`src/inc/mie_consts.vh`:
```
// Purpose: Constants of the instruction execution core: offsets, fields, resets, opcodes, timing.
// Assumes: Included by every design file of the core by bare name.
// Notes:   Definitions only.
`ifndef MIE_CONSTS_VH
`define MIE_CONSTS_VH

// Timing: one machine cycle is four system clocks
`define MIE_MC_CLKS        4
`define MIE_PHASE_LAST     2'd3

// Register port offsets
`define MIE_REG_CTRL       3'h0
`define MIE_REG_STATUS     3'h1
`define MIE_REG_ACC        3'h2
`define MIE_REG_WDT        3'h3
`define MIE_REG_STK_TOP    3'h4
`define MIE_REG_STK_LEVEL  3'h5

// Control register fields and reset value
`define MIE_CTRL_WDT_EN    0
`define MIE_CTRL_TWO_CLR   1
`define MIE_CTRL_RESET     2'h1

// Status register fields
`define MIE_ST_C           0
`define MIE_ST_AC          1
`define MIE_ST_Z           2
`define MIE_ST_OV          3
`define MIE_ST_PDF         4
`define MIE_ST_TO          5

// Data memory address of the program counter low byte
`define MIE_PCL_ADDR       8'h06

// Watchdog terminal count
`define MIE_WDT_MAX        8'hff

// Reset values
`define MIE_ACC_RESET      8'h00
`define MIE_PC_RESET       15'h0000

// Opcodes
`define MIE_OP_NOP         5'h00
`define MIE_OP_ADD_M       5'h01
`define MIE_OP_ADDM        5'h02
`define MIE_OP_ADD_I       5'h03
`define MIE_OP_ADC_M       5'h04
`define MIE_OP_ADCM        5'h05
`define MIE_OP_AND_M       5'h06
`define MIE_OP_ANDM        5'h07
`define MIE_OP_AND_I       5'h08
`define MIE_OP_MOV_MA      5'h09
`define MIE_OP_CLR_BIT     5'h0a
`define MIE_OP_SET_BIT     5'h0b
`define MIE_OP_SZ_BIT      5'h0c
`define MIE_OP_SNZ_BIT     5'h0d
`define MIE_OP_SZ_M        5'h0e
`define MIE_OP_JMP         5'h0f
`define MIE_OP_CALL        5'h10
`define MIE_OP_WATCHDOG_CLEAR_INSTR     5'h11
`define MIE_OP_WATCHDOG_PRECLEAR_A    5'h12
`define MIE_OP_WATCHDOG_PRECLEAR_B    5'h13

`endif

```
`src/hw/mie_wdt.v`:
```
// Purpose: Watchdog counter with full clear and paired pre-clear handling.
// Assumes: Clear inputs are one-cycle pulses issued when an instruction is taken.
// Notes:   In two-clear mode both pre-clear instructions must be executed, in either order, to clear.
`timescale 1ns/1ps
`include "mie_consts.vh"

module mie_wdt (
	input  wire       clk_in,
	input  wire       reset_in,
	input  wire       tick_in,
	input  wire       enable_in,
	input  wire       two_clear_in,
	input  wire       clr_full_in,
	input  wire       clr_a_in,
	input  wire       clr_b_in,
	output reg  [7:0] count_out,
	output wire       overflow_out,
	output wire       pre_cleared_out
);

	reg pend_a;
	reg pend_b;
	wire clears;

	// A pre-clear counts only when the partner instruction is pending, or always in one-clear mode
	assign pre_cleared_out = two_clear_in ? ((clr_a_in & pend_b) | (clr_b_in & pend_a))
	                                      : (clr_a_in | clr_b_in);
	assign clears = clr_full_in | pre_cleared_out;
	assign overflow_out = enable_in & tick_in & (count_out == `MIE_WDT_MAX) & ~clears;

	// Counter advances once per machine cycle, clears take priority
	always @(posedge clk_in) begin
		if (reset_in) begin
			count_out <= 8'h00;
		end else if (clears) begin
			count_out <= 8'h00;
		end else if (enable_in && tick_in) begin
			count_out <= count_out + 8'h01;
		end
	end

	// Pending pre-clear halves
	always @(posedge clk_in) begin
		if (reset_in) begin
			pend_a <= 1'b0;
			pend_b <= 1'b0;
		end else if (clears || !two_clear_in) begin
			pend_a <= 1'b0;
			pend_b <= 1'b0;
		end else begin
			if (clr_a_in) begin
				pend_a <= 1'b1;
			end
			if (clr_b_in) begin
				pend_b <= 1'b1;
			end
		end
	end

endmodule

```
`src/hw/mie_core.v`:
```
// Purpose: Execution core for a subset of an 8-bit RISC-like instruction set.
// Assumes: mem_rdata_in holds the byte at instr_addr_in in the cycle an instruction is offered.
// Notes:   Instructions are taken on a machine-cycle boundary while ready_out is high.
//
// Strobed register access and the address map were left to the implementer.
`timescale 1ns/1ps
`include "mie_consts.vh"

module mie_core (
	input  wire        core_clk_in,
	input  wire        reset_in,
	input  wire        instr_valid_in,
	input  wire [4:0]  instr_op_in,
	input  wire [7:0]  instr_addr_in,
	input  wire [7:0]  instr_imm_in,
	input  wire [2:0]  instr_bit_in,
	input  wire [14:0] instr_target_in,
	input  wire [7:0]  mem_rdata_in,
	input  wire        powerdown_set_in,
	input  wire [2:0]  reg_addr_in,
	input  wire [7:0]  reg_wdata_in,
	input  wire        reg_we_in,
	input  wire        reg_re_in,
	output reg         ready_out,
	output reg         taken_out,
	output reg  [7:0]  mem_addr_out,
	output reg  [7:0]  mem_wdata_out,
	output reg         mem_we_out,
	output reg  [7:0]  acc_out,
	output reg  [14:0] pc_out,
	output reg         timeout_flag_out,
	output reg         powerdown_flag_out,
	output reg  [7:0]  reg_rdata_out
);

	reg  [1:0]  phase;
	reg  [1:0]  mc_left;
	reg  [1:0]  ctrl;
	reg         carry_flag;
	reg         aux_carry_flag;
	reg         zero_flag;
	reg         overflow_flag;
	reg  [14:0] stack_mem [0:7];
	reg  [2:0]  stack_ptr;
	reg  [3:0]  stack_level;
	reg  [7:0]  next_acc;
	reg         next_c;
	reg         next_ac;
	reg         next_z;
	reg         next_ov;
	reg         mem_wr;
	reg  [7:0]  mem_wd;
	reg         skip;
	reg         jump;
	reg         call;
	reg  [1:0]  base_mc;
	reg  [7:0]  opb;
	reg         cin;
	wire        mc_tick;
	wire        take;
	wire        pcl_write;
	wire [1:0]  total_mc;
	wire [4:0]  sum_lo;
	wire [8:0]  sum_full;
	wire [7:0]  bit_mask;
	wire [14:0] pc_inc;
	wire [7:0]  wdt_count;
	wire        wdt_ovf;
	wire        wdt_pre_ok;
	wire        op_wdt_full;
	wire        op_wdt_a;
	wire        op_wdt_b;

	// Machine-cycle enable: one pulse every four system clocks
	always @(posedge core_clk_in) begin
		if (reset_in) begin
			phase <= 2'd0;
		end else begin
			phase <= phase + 2'd1;
		end
	end
	assign mc_tick = (phase == `MIE_PHASE_LAST);
	assign take = mc_tick & instr_valid_in & (mc_left == 2'd0);

	// Adder shared by the add instructions, carry in only for the carry forms
	always @* begin
		opb = ((instr_op_in == `MIE_OP_ADD_I) || (instr_op_in == `MIE_OP_AND_I)) ?
		      instr_imm_in : mem_rdata_in;
		cin = ((instr_op_in == `MIE_OP_ADC_M) || (instr_op_in == `MIE_OP_ADCM)) ?
		      carry_flag : 1'b0;
	end
	assign sum_lo = {1'b0, acc_out[3:0]} + {1'b0, opb[3:0]} + {4'h0, cin};
	assign sum_full = {1'b0, acc_out} + {1'b0, opb} + {8'h00, cin};
	assign bit_mask = 8'h01 << instr_bit_in;
	assign pc_inc = pc_out + 15'h0001;

	// Instruction decode and result selection
	always @* begin
		next_acc = acc_out;
		next_c = carry_flag;
		next_ac = aux_carry_flag;
		next_z = zero_flag;
		next_ov = overflow_flag;
		mem_wr = 1'b0;
		mem_wd = mem_rdata_in;
		skip = 1'b0;
		jump = 1'b0;
		call = 1'b0;
		base_mc = 2'd1;
		case (instr_op_in)
			`MIE_OP_ADD_M, `MIE_OP_ADD_I, `MIE_OP_ADC_M, `MIE_OP_ADDM, `MIE_OP_ADCM: begin
				next_c = sum_full[8];
				next_ac = sum_lo[4];
				next_z = (sum_full[7:0] == 8'h00);
				next_ov = (acc_out[7] == opb[7]) && (sum_full[7] != acc_out[7]);
				if ((instr_op_in == `MIE_OP_ADDM) || (instr_op_in == `MIE_OP_ADCM)) begin
					mem_wr = 1'b1;
					mem_wd = sum_full[7:0];
				end else begin
					next_acc = sum_full[7:0];
				end
			end
			`MIE_OP_AND_M, `MIE_OP_AND_I, `MIE_OP_ANDM: begin
				next_z = ((acc_out & opb) == 8'h00);
				if (instr_op_in == `MIE_OP_ANDM) begin
					mem_wr = 1'b1;
					mem_wd = acc_out & opb;
				end else begin
					next_acc = acc_out & opb;
				end
			end
			`MIE_OP_MOV_MA: begin
				mem_wr = 1'b1;
				mem_wd = acc_out;
			end
			`MIE_OP_CLR_BIT: begin
				mem_wr = 1'b1;
				mem_wd = mem_rdata_in & ~bit_mask;
			end
			`MIE_OP_SET_BIT: begin
				mem_wr = 1'b1;
				mem_wd = mem_rdata_in | bit_mask;
			end
			`MIE_OP_SZ_BIT: begin
				skip = ((mem_rdata_in & bit_mask) == 8'h00);
			end
			`MIE_OP_SNZ_BIT: begin
				skip = ((mem_rdata_in & bit_mask) != 8'h00);
			end
			`MIE_OP_SZ_M: begin
				skip = (mem_rdata_in == 8'h00);
			end
			`MIE_OP_JMP: begin
				jump = 1'b1;
				base_mc = 2'd2;
			end
			`MIE_OP_CALL: begin
				call = 1'b1;
				base_mc = 2'd2;
			end
			default: begin
				next_acc = acc_out;
			end
		endcase
	end

	// Extra machine cycle for a low-byte program counter load or a taken skip
	assign pcl_write = mem_wr & (instr_addr_in == `MIE_PCL_ADDR);
	assign total_mc = base_mc + {1'b0, pcl_write | skip};

	// Busy count in machine cycles; ready again after the last one
	always @(posedge core_clk_in) begin
		if (reset_in) begin
			mc_left <= 2'd0;
			ready_out <= 1'b0;
		end else begin
			if (take) begin
				mc_left <= total_mc - 2'd1;
			end else if (mc_tick && (mc_left != 2'd0)) begin
				mc_left <= mc_left - 2'd1;
			end
			ready_out <= (mc_left == 2'd0) && !take;
		end
	end

	// Architectural state: accumulator, flags, program counter, memory write
	always @(posedge core_clk_in) begin
		if (reset_in) begin
			acc_out <= `MIE_ACC_RESET;
			pc_out <= `MIE_PC_RESET;
			carry_flag <= 1'b0;
			aux_carry_flag <= 1'b0;
			zero_flag <= 1'b0;
			overflow_flag <= 1'b0;
			mem_we_out <= 1'b0;
			mem_addr_out <= 8'h00;
			mem_wdata_out <= 8'h00;
			taken_out <= 1'b0;
		end else begin
			mem_we_out <= take & mem_wr;
			taken_out <= take;
			if (take) begin
				acc_out <= next_acc;
				carry_flag <= next_c;
				aux_carry_flag <= next_ac;
				zero_flag <= next_z;
				overflow_flag <= next_ov;
				mem_addr_out <= instr_addr_in;
				mem_wdata_out <= mem_wd;
				if (jump || call) begin
					pc_out <= instr_target_in;
				end else if (pcl_write) begin
					pc_out <= {pc_out[14:8], mem_wd};
				end else if (skip) begin
					pc_out <= pc_out + 15'h0002;
				end else begin
					pc_out <= pc_inc;
				end
			end
		end
	end

	// Hardware stack: the return address goes in on the same edge as the jump takes effect
	always @(posedge core_clk_in) begin
		if (reset_in) begin
			stack_ptr <= 3'd0;
			stack_level <= 4'd0;
		end else if (take && call) begin
			stack_mem[stack_ptr] <= pc_inc;
			stack_ptr <= stack_ptr + 3'd1;
			if (stack_level != 4'd8) begin
				stack_level <= stack_level + 4'd1;
			end
		end
	end

	// Watchdog clear requests from the instruction stream
	assign op_wdt_full = take & (instr_op_in == `MIE_OP_WATCHDOG_CLEAR_INSTR);
	assign op_wdt_a = take & (instr_op_in == `MIE_OP_WATCHDOG_PRECLEAR_A);
	assign op_wdt_b = take & (instr_op_in == `MIE_OP_WATCHDOG_PRECLEAR_B);

	mie_wdt u_wdt (
		.clk_in          (core_clk_in),
		.reset_in        (reset_in),
		.tick_in         (mc_tick),
		.enable_in       (ctrl[`MIE_CTRL_WDT_EN]),
		.two_clear_in    (ctrl[`MIE_CTRL_TWO_CLR]),
		.clr_full_in     (op_wdt_full),
		.clr_a_in        (op_wdt_a),
		.clr_b_in        (op_wdt_b),
		.count_out       (wdt_count),
		.overflow_out    (wdt_ovf),
		.pre_cleared_out (wdt_pre_ok)
	);

	// Time-out and power-down flags; a power-down set wins over a clear, a clear masks a same-cycle watchdog overflow
	always @(posedge core_clk_in) begin
		if (reset_in) begin
			timeout_flag_out <= 1'b0;
			powerdown_flag_out <= 1'b0;
		end else begin
			if (wdt_ovf) begin
				timeout_flag_out <= 1'b1;
			end else if (op_wdt_full || wdt_pre_ok) begin
				timeout_flag_out <= 1'b0;
			end
			if (powerdown_set_in) begin
				powerdown_flag_out <= 1'b1;
			end else if (op_wdt_full || wdt_pre_ok) begin
				powerdown_flag_out <= 1'b0;
			end
		end
	end

	// Register port: control write, readback one cycle after the read strobe
	always @(posedge core_clk_in) begin
		if (reset_in) begin
			ctrl <= `MIE_CTRL_RESET;
			reg_rdata_out <= 8'h00;
		end else begin
			if (reg_we_in && (reg_addr_in == `MIE_REG_CTRL)) begin
				ctrl <= reg_wdata_in[1:0];
			end
			if (!reg_re_in) begin
				reg_rdata_out <= 8'h00;
			end else if (reg_addr_in == `MIE_REG_CTRL) begin
				reg_rdata_out <= {6'h00, ctrl};
			end else if (reg_addr_in == `MIE_REG_STATUS) begin
				reg_rdata_out <= {2'b00, timeout_flag_out, powerdown_flag_out,
				                  overflow_flag, zero_flag, aux_carry_flag, carry_flag};
			end else if (reg_addr_in == `MIE_REG_ACC) begin
				reg_rdata_out <= acc_out;
			end else if (reg_addr_in == `MIE_REG_WDT) begin
				reg_rdata_out <= wdt_count;
			end else if (reg_addr_in == `MIE_REG_STK_TOP) begin
				reg_rdata_out <= stack_mem[stack_ptr - 3'd1][7:0];
			end else if (reg_addr_in == `MIE_REG_STK_LEVEL) begin
				reg_rdata_out <= {4'h0, stack_level};
			end else begin
				reg_rdata_out <= 8'h00;
			end
		end
	end

endmodule

```
`config.mk`:
```
export PLATFORM = sky130hd
export DESIGN_NAME = mie_core
export DESIGN_NICKNAME = d
export VERILOG_FILES = /design/src/hw/mie_wdt.v /design/src/hw/mie_core.v
export VERILOG_INCLUDE_DIRS = /design/src /design/src/inc
export SDC_FILE = /design/constraint.sdc
export NUM_CORES = 1
export LEC_CHECK = 0
export ABC_AREA = 1
export ABC_CLOCK_PERIOD_IN_PS = 5850
export BUFFER_PORTS_ARGS = -buffer_cell sky130_fd_sc_hd__buf_2
export CORE_MARGIN = 2
export CORE_UTILIZATION = 60
export CTS_CLUSTER_DIAMETER = 120
export DETAILED_ROUTE_END_ITERATION = 10
export PLACE_DENSITY = 0.83
export SLEW_MARGIN = 20
export SYNTH_ARGS = -nofsm -noshare
export SYNTH_HDL_FRONTEND = slang
export SYNTH_HIERARCHICAL = 1
export SYNTH_SLANG_ARGS = --single-unit
```
`constraint.sdc`:
```
create_clock -name core_clk_in -period 5.85 [get_ports core_clk_in]
set_input_delay 0.585 -clock core_clk_in [delete_from_list [all_inputs] [get_ports core_clk_in]]
set_output_delay 0.585 -clock core_clk_in [all_outputs]
set_load 0.005 [all_outputs]
```
# Yosys cells after proc, flatten, opt, wreduce, memory -nomap -nowiden
# Memories as Yosys holds them, arrays and structs flattened.
# Index checks and enable logic that the tools add are counted.
[classes]
muxes = 34
bitwise = 23
add_sub_neg = 14
eq_ne = 33
shifts = 1
reduce_logical = 40
[ops]
columns = ["op", "n"]
rows = [
  ["$mux W8", 8],
  ["$mux W15", 3],
  ["$eq A5 B4 Y1 const B", 8],
  ["$pmux W8 S5", 1],
  ["$logic_not A8 Y1", 4],
  ["$and A8 B8 Y8", 3],
  ["$eq A5 B3 Y1 const B", 4],
  ["$eq A5 B5 Y1 const B", 4],
  ["$pmux W8 S2", 1],
  ["$add A15 B1 Y15 const B", 1],
  ["$add A15 B2 Y15 const B", 1],
  ["$and A1 B1 Y1", 12],
  ["$mux W1", 12],
  ["$eq A5 B2 Y1 const B", 2],
  ["$reduce_bool A2 Y1", 5],
  ["$add A8 B8 Y9", 1],
  ["$add A9 B1 Y9", 1],
  ["$reduce_or A3 Y1", 3],
  ["$add A8 B1 Y8 const B", 1],
  ["$eq A8 B3 Y1 const B", 1],
  ["$eq A8 B8 Y1 const B", 1],
  ["$mux W2", 4],
  ["$not A8 Y8", 1],
  ["$or A8 B8 Y8", 1],
  ["36 further kinds", 62],
]
[word_totals]
ram_bits = 120
output_inout_bits = 52
input_bits = 64
mem_count = 1
regBits = 79
[memory_table]
columns = ["memory", "words", "width", "rd", "rd_clocked_by_memory_dff", "wr", "line", "source"]
rows = [
  ["stack_mem", 8, 15, 1, 0, 1, "mie_core.v:43", "reg [14:0] stack_mem [0:7];"],
]

# Logic depth before layout (Yosys ltp)
# Gate-level depths: netlist of run 1.
[logic_depth]
ltp_word = 11
ltp_mapped = 22
ltp_nobuf = 21

# Cells and area by module
# The synthesis of run 1 kept the hierarchy.
[modules_own_cells]
columns = ["mod", "cells_per_inst", "instances", "area_each_um2", "seq_area_each_um2"]
rows = [
  ["mie_core", 1017, 1, 7619.8, 3303.2],
  ["mie_wdt", 68, 1, 526.8, 200.2],
]

# Worst setup path before layout of run 1
# OpenSTA, ideal clock, no wires.
[synth_path]
kind = "in2reg"
start = "in instr_op_in[0]"
end = "reg pc_out[6]"
setup_slack_ns = 2.758
n_path_buf = 0
arrival_time_ns = 2.972
cell_stages = 18
path_cell_list = "nor2_1 > nand3_1 > o21ai_1 > nand2_1 > o21ai_0 > inv_1 > fa_1 > inv_1 > fa_1 > nand2_1 > o21ai_0 > a21oi_1 > nand2_1 > nand3_1 > nand2_1 > nand3_1 > a21oi_1 > a21oi_1"
[synth_between]
elab_chain_cells = 9
[synth_rtl]
columns = ["item", "line", "source"]
rows = [
  ["start, declared", "mie_core.v:13", "input wire [4:0] instr_op_in,"],
  ["$eq A5 B2 Y1 or $eq A5 B4 Y1 (tied branches)", "mie_core.v:110", "case (instr_op_in)"],
  ["$logic_or A1 B1 Y1", "mie_core.v:87", "opb = ((instr_op_in == `MIE_OP_ADD_I) || (instr_op_in == `MIE_OP_AND_I)) ?"],
  ["$mux W8", "mie_core.v:87", ""],
  ["$add A8 B8 Y9", "mie_core.v:93", "assign sum_full = {1'b0, acc_out} + {1'b0, opb} + {8'h00, cin};"],
  ["$add A9 B1 Y9", "mie_core.v:93", ""],
  ["$mux W8", "mie_core.v:116", "if ((instr_op_in == `MIE_OP_ADDM) || (instr_op_in == `MIE_OP_ADCM)) begin"],
  ["$pmux W8 S5", "mie_core.v:110", ""],
  ["$mux W15", "mie_core.v:212", "end else if (pcl_write) begin"],
  ["$mux W15 *", "mie_core.v:210", "if (jump || call) begin"],
  ["end signal, assigned", "mie_core.v:211", "pc_out <= instr_target_in;"],
  ["end signal, assigned", "mie_core.v:213", "pc_out <= {pc_out[14:8], mem_wd};"],
  ["end signal, assigned", "mie_core.v:215", "pc_out <= pc_out + 15'h0002;"],
  ["end, declared", "mie_core.v:30", "output reg [14:0] pc_out,"],
]
# Mark *: on every way between the ends. The rest lies on a longest branch, timed or not. The select of a mux whose other input is x is not followed.
# A chain may end at the register's enable or synchronous reset.

# Worst setup path in the final report of run 1
[layout_path]
start = "in instr_op_in[4]"
end = "reg pc_out[6]"
# Same word-level chain as after synthesis.

==> metrics.txt, run 1 <==
status completed; root buffer cell clkbuf_16; CP startpoint instr_op_in[4]; maximum achievable frequency 261 MHz; P_leak 4.14 nW; crit path launch type input pin; syn_area_per_cell 7.51 um2; CTS clock-pin slew for the worst setup and hold paths 0.06 ns; Chip Height 121 um; cell row count 42; Setup Viol. Count Final 0; most frequent CP cell nand2_1; Worst VDD drop 0.225 mV; Buffers on Ports 109; Worst R2R Path Depth 9; Buf+Inv Stages, Crit Path 4; WP data required 6.17 ns; # diodes 0; WL/cell 17.0 um; Area growth syn-to-layout 16.0%; nets 1277; setup bufs post-CTS 0; Crit Path Class input pin to flop; detailed placement HPWL 16500 um; CTS tree yes; RR Startpoint phase[0]; vias 8059; number of flops mapped to enable cells by yosys 64; worst path cell trace buf_2, inv_1, nand2_1, o21ai_1, nand2_1, o21ai_0, inv_1, fa_1, inv_1, fa_1, nand2_1, o21ai_0, a21oi_1, nand2_1, nand3_1, nand2_1, nand3_1, a21oi_1, a21oi_1; Clock Tree Buf Depth 2; RSZ-0062 raised after global routing no; via/cell ratio 5.83; max incr delay on CP 0.74 ns; clk_lat worst skew 0.43 ns; Pint 1.77 mW; initial antenna violation count 0; Period Utilization, post-route 0.654; power per cell area 246 nW/um2; Initial Util 0.615; Syn. warnings 6; largest net degree at the start of global routing 37; IO Count 116; antenna viol nets, final 0; instance count on the critical path 19; Slowest-stage cell, CP o21ai_1; Sink Count 143; drt initial violations 889; combinational power share 0.084; crit path DAT 4.14 ns; Mapped Area 8150 um2; Post-Syn Nets 1169; min-delay src instr_addr_in[2]; sequential share of power 0.458; Netlist cell types 50; global-route wire length before repair 37200 um; Worst Skew 0.00978 ns; grt total ovfl 0; number of synthesized register bits 143; Core Region 13200 um2; DRC viols 0; Die Width 121 um; clock power share 0.458; number of max-cap violations 0; setup slack, reg-to-reg 2.53 ns; CP delay by family, top compound AO/OA/AOI/OAI gates; Critical Path End Type flop; Worst Setup EP pc_out[6]; Hold Path Class input pin to flop; sw frac 0.240; TNS Setup 0 ns; post-layout power 2.32 mW; TritonCTS Buffers 17; switching pwr 0.559 mW; sequential-to-total area share from yosys stat 0.430; CTS Hold Bufs 0; CP max FO 16; # H-tree levels 4; DRT Wirelength 23400 um; worst flop-to-flop path endpoint stack_mem[6][5]; die outline area 14500 um2; Gate Count Post-Synth 1085; number of global-route vias before repair 7501; FFs w/ async S/R, synth 0; max-slew violations 0; fin crit period 3.83 ns; Placer Congestion 0.978; prevailing post-synth register cell dfxtp_1; # resized after CTS 0; Slew @ Worst Pin 1.12 ns; proportion of layout cells with a drive suffix above 1 0.154; iteration count of the initial detailed-routing pass 6; Slew Limit Headroom 0.244; Final Hold Fails 0; gr usage total 0.329
[power groups by stage]
| stage | Combinational [mW] | Clock (mW) | Sequential (mW) |
|---|---|---|---|
| floorplan | 0.121 | 0 | 1.08 |
| global placement | 0.187 | 0 | 1.08 |
| detailed placement | 0.190 | 0 | 1.08 |
| CTS | 0.192 | 1.07 | 1.06 |
| global route | 0.217 | 1.11 | 1.06 |
| finish | 0.196 | 1.06 | 1.06 |
[flip-flops by register name, summed over array words and instances (netlist names), 3 cells and up]
name / count
stack_mem: 64
pc_out: 15
acc_out: 8
mem_addr_out: 8
mem_wdata_out: 8
reg_rdata_out: 8
u_wdt/count_out: 8
stack_level: 4
stack_ptr: 3
[area by class of cell]
class | count | area (um2)
Sequential cell | 143 | 3500
Timing Repair Buffer | 123 | 651
Multi-Input combinational cell | 801 | 4090
Fill cell | 1121 | 3790
Clock buffer | 24 | 504
Clock inverter | 8 | 80.1
Inverter | 107 | 404
Tap cell | 176 | 220
[layout by cell type, fill, tap and decap left out, types with 3 or more instances in the layout]
cell type / instances
a22oi_1: 4
clkbuf_1: 4
nor2_2: 6
xor2_1: 20
a21oi_1: 57
clkbuf_16: 19
nor3_1: 24
xnor2_1: 6
and2_1: 3
nand2_4: 3
nand2_1: 233
nor4_1: 3
buf_2: 109
nor2_1: 153
o211ai_1: 13
nand3_2: 3
edfxtp_1: 64
a211oi_1: 5
a31oi_1: 8
nand3_1: 80
clkinvlp_4: 3
nand4_1: 21
inv_2: 6
buf_4: 14
o21ai_2: 3
o22ai_1: 3
nand2_2: 3
o221ai_1: 9
inv_1: 99
nor2_4: 5
dfxtp_1: 79
o21ai_0: 100
ha_1: 18
[worst register-to-register path: cells and delay by family (launching register included)]
family,cells,cell delay (ns)
flops,1,0.34
simple gates,5,1.47
fa+ha+maj,1,0.40
buf+inv,3,0.83
[worst min-delay path by stage]
stage / depth (start not counted) / to / slack, ns
floorplan: 1 / phase[0] / 0.40
global placement: 1 / phase[0] / 0.41
detailed placement: 1 / phase[0] / 0.42
CTS: 3 / mem_addr_out[2] / 0.39
global route: 3 / mem_addr_out[5] / 0.41
finish: 3 / mem_addr_out[2] / 0.39
[synthesized netlist by cell type (2+ instances only)]
library cell | instances | area share
a211oi_1 | 5 | 0.0046
a21oi_1 | 57 | 0.035
a221oi_1 | 2 | 0.0022
a22oi_1 | 4 | 0.0037
a31oi_1 | 8 | 0.0061
and2_1 | 3 | 0.0023
buf_2 | 3 | 0.0018
buf_4 | 4 | 0.0037
clkbuf_1 | 25 | 0.012
dfxtp_1 | 79 | 0.19
edfxtp_1 | 64 | 0.24
fa_1 | 2 | 0.0049
ha_1 | 18 | 0.028
inv_1 | 99 | 0.046
inv_2 | 6 | 0.0028
nand2_1 | 233 | 0.11
nand2_2 | 3 | 0.0023
nand2_4 | 3 | 0.0041
nand3_1 | 80 | 0.049
nand3_2 | 3 | 0.0037
nand4_1 | 21 | 0.016
nor2_1 | 153 | 0.070
nor2_2 | 6 | 0.0046
nor2_4 | 5 | 0.0069
nor3_1 | 24 | 0.015
nor4_1 | 3 | 0.0023
o211ai_1 | 13 | 0.012
o21ai_0 | 100 | 0.061
o21ai_2 | 3 | 0.0032
o21bai_1 | 2 | 0.0018
o221ai_1 | 9 | 0.0097
o22ai_1 | 3 | 0.0023
xnor2_1 | 6 | 0.0065
xor2_1 | 20 | 0.022
[cells by family (layout without fill, tap and decap cells)]
family                     Yosys count  count (layout)  share of synthesized area
AOI/OAI and AO/OA                  212             212                      0.149
xor gates and xnor gates            26              26                     0.0280
adders and majority gates           20              20                     0.0326
buffers and inverters              141             262                     0.0685
DFF                                143             143                      0.430
and+or+nand+nor                    543             543                      0.292
[metal layers]
metal,up-vias,wire length [um],GRT usage
met5,-,0,0
met4,0,632,0.121
met3,65,2060,0.0708
met2,435,10700,0.523
met1,3672,10000,0.444
li1,3887,-,-
[metrics by stage]
step	worst slack [ns]	hold WS, ns	std cells	cell area [um2]	utilization
2_1_floorplan	2.76	0.399	1085	8150	-
3_3_place_gp	1.79	0.410	1350	8860	0.669
3_5_place_dp	1.70	0.416	1350	8860	0.669
4_1_cts	2.12	0.386	1382	9450	0.713
5_1_grt	1.71	0.411	1382	9450	0.713
6_report	2.02	0.392	1382	9450	0.713
Note: power is estimated with default switching activity, not from simulation.
==> inputs of run 2 (changes only) <==
--- a/config.mk
+++ b/config.mk
@@ -7,13 +7,13 @@
 export NUM_CORES = 1
 export LEC_CHECK = 0
 export ABC_AREA = 1
-export ABC_CLOCK_PERIOD_IN_PS = 5850
+export ABC_CLOCK_PERIOD_IN_PS = 3100
 export BUFFER_PORTS_ARGS = -buffer_cell sky130_fd_sc_hd__buf_2
 export CORE_MARGIN = 2
-export CORE_UTILIZATION = 60
+export CORE_UTILIZATION = 52
 export CTS_CLUSTER_DIAMETER = 120
 export DETAILED_ROUTE_END_ITERATION = 10
-export PLACE_DENSITY = 0.83
+export PLACE_DENSITY = 0.76
 export SLEW_MARGIN = 20
 export SYNTH_ARGS = -nofsm -noshare
 export SYNTH_HDL_FRONTEND = slang
==> constraint.sdc (replaced) <==
create_clock -name core_clk_in -period 3.1 [get_ports core_clk_in]
set_input_delay 0.31 -clock core_clk_in [delete_from_list [all_inputs] [get_ports core_clk_in]]
set_output_delay 0.31 -clock core_clk_in [all_outputs]
set_load 0.005 [all_outputs]
==> metrics.txt, run 2 (synthesized netlist as in run 1, its figures left out) <==
status completed; commonest non-fill, non-tap cell in the layout nand2_1; Worst VDD drop 0.436 mV (+94%); gr usage total 0.290 (-0.0383); WL met1 10500 um (+4.4%); iteration count of the initial detailed-routing pass 5 (-1); Die Width 129 um (+7.2%); Initial Util 0.534 (-0.0813); antenna viol nets, final 0 (unchanged); largest net degree at the start of global routing 37 (unchanged); cell row count 45 (+7.1%); CTS clock-pin slew for the worst setup and hold paths 0.06 ns (about the same); Setup Viol. Count Final 0 (unchanged); number of global-route vias before repair 7387 (-1.5%); top flop regs stack_mem x64, pc_out x15; Crit Path Class input pin to flop; non-filler instance count after layout 1441 (+4.3%); detailed placement HPWL 17100 um (+3.7%); grt total ovfl 0 (unchanged); commonest non-fill, non-tap cells in the layout 233 x nand2_1, 153 x nor2_1, 109 x buf_2; # H-tree levels 4 (unchanged); Largest Register stack_mem; clk_lat worst skew 0.42 ns (about the same); Hold Path Class input pin to flop; Core Region 15300 um2 (+15%); proportion of layout cells with a drive suffix above 1 0.169 (+0.0149); via/cell ratio 5.53 (-5.2%); Placer Congestion 0.963 (-1.5%); Critical Path End Type flop; IO Count 116 (unchanged); WL met2 10500 um (-2.4%); vias 7967 (-1.1%); crit path launch type input pin; Layout Utilization 0.631 (-0.0829); power per cell area 441 nW/um2 (+79%); DRC viols 0 (unchanged); P_leak 4.24 nW (+2.3%); # diodes 0 (unchanged); Final Hold Fails 0 (unchanged); WL/cell 16.1 um (-4.8%); Clock Tree Buf Depth 2 (unchanged); TNS Setup 0 ns (unchanged); drt initial violations 749 (-16%); Sink Count 143 (unchanged); Chip Height 129 um (+7.2%); Final Hold Slack 0.129 ns (-0.264 ns); initial antenna violation count 0 (unchanged); Slew @ Worst Pin 0.883 ns (-0.239 ns); post-layout power 4.24 mW (+83%); Buffers on Ports 109 (unchanged); DRT Wirelength 23300 um (-0.76%); maximum achievable frequency 380 MHz; number of max-cap violations 0 (unchanged); Worst Skew 0.0106 ns (+0.000811 ns); global-route wire length before repair 37600 um (+1.2%); WP data required 3.40 ns (-2.77 ns); max reg flops 64 (unchanged); crit path DAT 2.93 ns (-1.21 ns); max-slew violations 0 (unchanged); fin crit period 2.63 ns; nets 1301 (+1.9%); FILL cells 1359 (+21%); CP max FO 5 (-11); CTS tree yes; die outline area 16700 um2 (+15%); Period Utilization, post-route 0.848; cell total after placement 1409 (+4.4%); RSZ-0062 raised after global routing no; uppermost layer routed met4; met3 wire length 1680 um (-18%); root buffer cell clkbuf_16; TritonCTS Buffers 17 (unchanged); Area growth syn-to-layout 18.1%; Slew Limit Headroom 0.407 (+0.163)
-- run 2: what timing repair did --
action,CTS,global route
hold buffers,0,0
hold endpoints to repair,0,0
setup endpoints to repair,0,1
setup buffers,0,0
gates resized for setup,0,1
-- run 2: power breakdown --
group / switching (mW) / total (mW) / leakage, nW / internal, mW
Sequential: 0.0219 / 2.01 / 1.24 / 1.99
Combinational: 0.249 / 0.387 / 2.75 / 0.138
Clock: 0.756 / 1.85 / 0.252 / 1.09
-- run 2: final cells by class --
cell class | count | area [um2] | area share
clock buffers | 21 | 440 | 0.0458
clock inverters | 11 | 92.6 | 0.00962
inverters | 107 | 404 | 0.0420
multi-input cells | 801 | 4090 | 0.425
flip-flops and latches | 143 | 3500 | 0.364
well taps | 211 | 264 | 0.0274
repair buffers | 147 | 831 | 0.0864
-- run 2: worst paths after layout --
check                                         to  depth (start not counted)        startpoint  slack, ns
worst min-delay path             mem_addr_out[6]                          3  instr_addr_in[6]       0.13
worst min register to register          phase[0]                          1          phase[0]       0.42
worst max register to register  timeout_flag_out                         14          phase[0]       0.53
worst max-delay path                   pc_out[6]                         19    instr_op_in[4]       0.47
-- run 2: worst max-delay path, cell delays in order --
cell	delay, ns
buf_2	0.11
inv_1	0.12
nand2_1	0.09
o21ai_1	0.20
nand2_1	0.07
o21ai_0	0.13
inv_1	0.11
fa_1	0.40
inv_1	0.09
fa_1	0.20
nand2_1	0.08
o21ai_1	0.22
a21oi_1	0.14
nand2_1	0.10
nand3_1	0.11
nand2_1	0.09
nand3_1	0.11
a21oi_1	0.15
a21oi_1	0.08
-- run 2: routing by layer --
layer  up-vias  track usage
met5         -            0
met4         0        0.106
met3        47       0.0590
met2       323        0.454
met1      3668        0.401
li1       3929            -
-- run 2: per-stage QoR --
stage / setup slack, ns / cell area (um2)
2_1_floorplan: 0.283 / 8150
5_1_grt: 0.132 / 9620
3_5_place_dp: 0.0154 / 9090
3_3_place_gp: 0.0691 / 9090
6_report: 0.471 / 9620
4_1_cts: 0.424 / 9620
==> inputs of run 3 (changes only) <==
--- a/config.mk
+++ b/config.mk
@@ -7,7 +7,7 @@
 export NUM_CORES = 1
 export LEC_CHECK = 0
 export ABC_AREA = 1
-export ABC_CLOCK_PERIOD_IN_PS = 3100
+export ABC_CLOCK_PERIOD_IN_PS = 2200
 export BUFFER_PORTS_ARGS = -buffer_cell sky130_fd_sc_hd__buf_2
 export CORE_MARGIN = 2
 export CORE_UTILIZATION = 52
==> constraint.sdc (replaced) <==
create_clock -name core_clk_in -period 2.2 [get_ports core_clk_in]
set_input_delay 0.22 -clock core_clk_in [delete_from_list [all_inputs] [get_ports core_clk_in]]
set_output_delay 0.22 -clock core_clk_in [all_outputs]
set_load 0.005 [all_outputs]
==> metrics.txt, run 3 (synthesized netlist as in run 1, its figures left out) <==
status finished, violations left; failing checks negative setup slack; CTS tree yes; vias 8571 (+7.6%); grt total ovfl 0 (unchanged); Slew Limit Headroom 0.337 (-0.0696); P_leak 4.77 nW (+12%); nets 1386 (+6.5%); Layout Utilization 0.699 (+0.0681); Period Utilization, post-route 1.01; non-filler instance count after layout 1526 (+5.9%); cell total after placement 1480 (+5.0%); Largest Register stack_mem; iteration count of the initial detailed-routing pass 5 (unchanged); Buf+Inv Stages, Crit Path 3 (-1); setup slack, reg-to-reg -0.01 ns (-0.54 ns); DRT Wirelength 25700 um (+11%); Chip Height 129 um (unchanged); Sink Count 143 (unchanged); crit path launch type input pin; power per cell area 613 nW/um2 (+39%); root buffer cell clkbuf_16; maximum achievable frequency 450 MHz; uppermost layer routed met4; commonest non-fill, non-tap cell in the layout nand2_1; number of global-route vias before repair 8078 (+9.4%); Worst Skew 0.00956 ns (-0.00103 ns); WL met1 10600 um (+1.1%); die outline area 16700 um2 (unchanged); Setup Viol. Count Final 4 (+4); fin crit period 2.22 ns; initial antenna violation count 0 (unchanged); Die Width 129 um (unchanged); Worst Hold End mem_addr_out[3]; global-route wire length before repair 40300 um (+7.1%); DRC viols 0 (unchanged); max reg flops 64 (unchanged); number of max-cap violations 0 (unchanged); CTS Hold Bufs 0 (unchanged); WL/cell 16.9 um (+4.5%); crit path DAT 2.55 ns (-0.38 ns); met3 wire length 2440 um (+45%); cell row count 45 (unchanged); Area growth syn-to-layout 30.9%; worst flop-to-flop path endpoint pc_out[4]; detailed placement HPWL 18600 um (+8.6%); gr usage total 0.311 (+0.0205); IO Count 116 (unchanged); Hold Path Class input pin to flop; Crit Path Class input pin to flop; Placer Congestion 0.995 (+3.3%); # diodes 0 (unchanged); top flop regs stack_mem x64, pc_out x15; CP max FO 4 (-1); drt initial violations 813 (+8.5%); via/cell ratio 5.62 (+1.6%); most frequent CP cell nand2_2; Initial Util 0.534 (unchanged); hold path cells 3 (unchanged); Core Region 15300 um2 (unchanged); worst path cell trace buf_8, nor2_4, nand2_2, o21ai_4, nand2_2, o21ai_4, inv_2, fa_2, inv_2, fa_2, nand2_2, o211ai_1, nand2_2, nand2_1, o21ai_1, nand2_1, nand4_1, a21oi_2, a21oi_1; RR Startpoint carry_flag; Worst VDD drop 0.619 mV (+42%); antenna viol nets, final 0 (unchanged); Slew @ Worst Pin 0.984 ns (+0.101 ns); Buffers on Ports 109 (unchanged); RSZ-0062 raised after global routing yes; clk_lat worst skew 0.43 ns (about the same); commonest non-fill, non-tap cells in the layout 219 x nand2_1, 149 x nor2_1, 119 x buf_4; # H-tree levels 4 (unchanged); Worst R2R Path Depth 13 (-1); Slowest-stage cell, CP fa_2; Critical Path End Type flop; max-slew violations 0 (unchanged); Final Hold Slack 0.0246 ns (-0.104 ns); min-delay src instr_addr_in[3]; CP delay by family, top compound AO/OA/AOI/OAI gates; Clock Tree Buf Depth 2 (unchanged); TritonCTS Buffers 17 (unchanged); WP data required 2.52 ns (-0.88 ns); CTS clock-pin slew for the worst setup and hold paths 0.07 ns (about the same); largest net degree at the start of global routing 45 (+22%); max incr delay on CP 0.33 ns (-0.07 ns); Final Hold Fails 0 (unchanged); Final Worst Setup Slack -0.0231 ns (-0.494 ns); WL met2 11800 um (+12%); proportion of layout cells with a drive suffix above 1 0.272 (+0.103)
run 3: worst max path at each step:
stage,depth (start not counted),startpoint,to,slack (ns)
2_1_floorplan,18,instr_op_in[3],pc_out[4],-0.23
6_report,19,instr_op_in[2],pc_out[4],-0.02
3_5_place_dp,19,instr_op_in[3],pc_out[4],-0.50
3_3_place_gp,19,instr_op_in[3],pc_out[4],-0.44
5_1_grt,19,instr_op_in[2],pc_out[4],-0.23
4_1_cts,19,instr_op_in[3],pc_out[4],0.01
run 3: final cells by class:
class	count	area, um2
fill	1250	4600
sequential	143	3500
tap	211	264
inverter	107	408
multi-input combinational	801	4370
clock inverter	14	180
timing repair buffer	232	1510
clock buffer	18	429
run 3: tightest hold or removal path, stage by stage:
cell	delay (ns)
buf_2	0.09
nor2_1	0.04
nor2_1	0.08
run 3: power by group:
group	internal (mW)	switching [mW]
clock	1.80	1.20
combinational	0.289	0.415
sequential	2.80	0.0268
run 3: repair_timing:
| action | CTS | global route |
|---|---|---|
| cloned | 0 | 0 |
| gates resized for setup | 1 | 70 |
| endpoints found under the setup margin | 2 | 30 |
| buffers inserted | 4 | 11 |
| pin swaps | 3 | 34 |
run 3: per-stage QoR:
| stage | instance area (um2) | setup slack (ns) | power [mW] | TNS [ns] |
|---|---|---|---|---|
| finish | 10700 | -0.0231 | 6.53 | -0.0469 |
| global route | 10700 | -0.228 | 6.71 | -1.48 |
| CTS | 10300 | 0.0146 | 6.46 | 0 |
| detailed placement | 9690 | -0.504 | 3.49 | -7.87 |
| global placement | 9690 | -0.436 | 3.48 | -6.60 |
| floorplan | 8220 | -0.226 | 3.21 | -9.18 |
run 3: routing by layer:
layer / GRT usage / up-vias
met5: 0 / -
met4: 0.139 / 0
met3: 0.0640 / 85
met2: 0.493 / 468
met1: 0.412 / 3912
li1: - / 4106
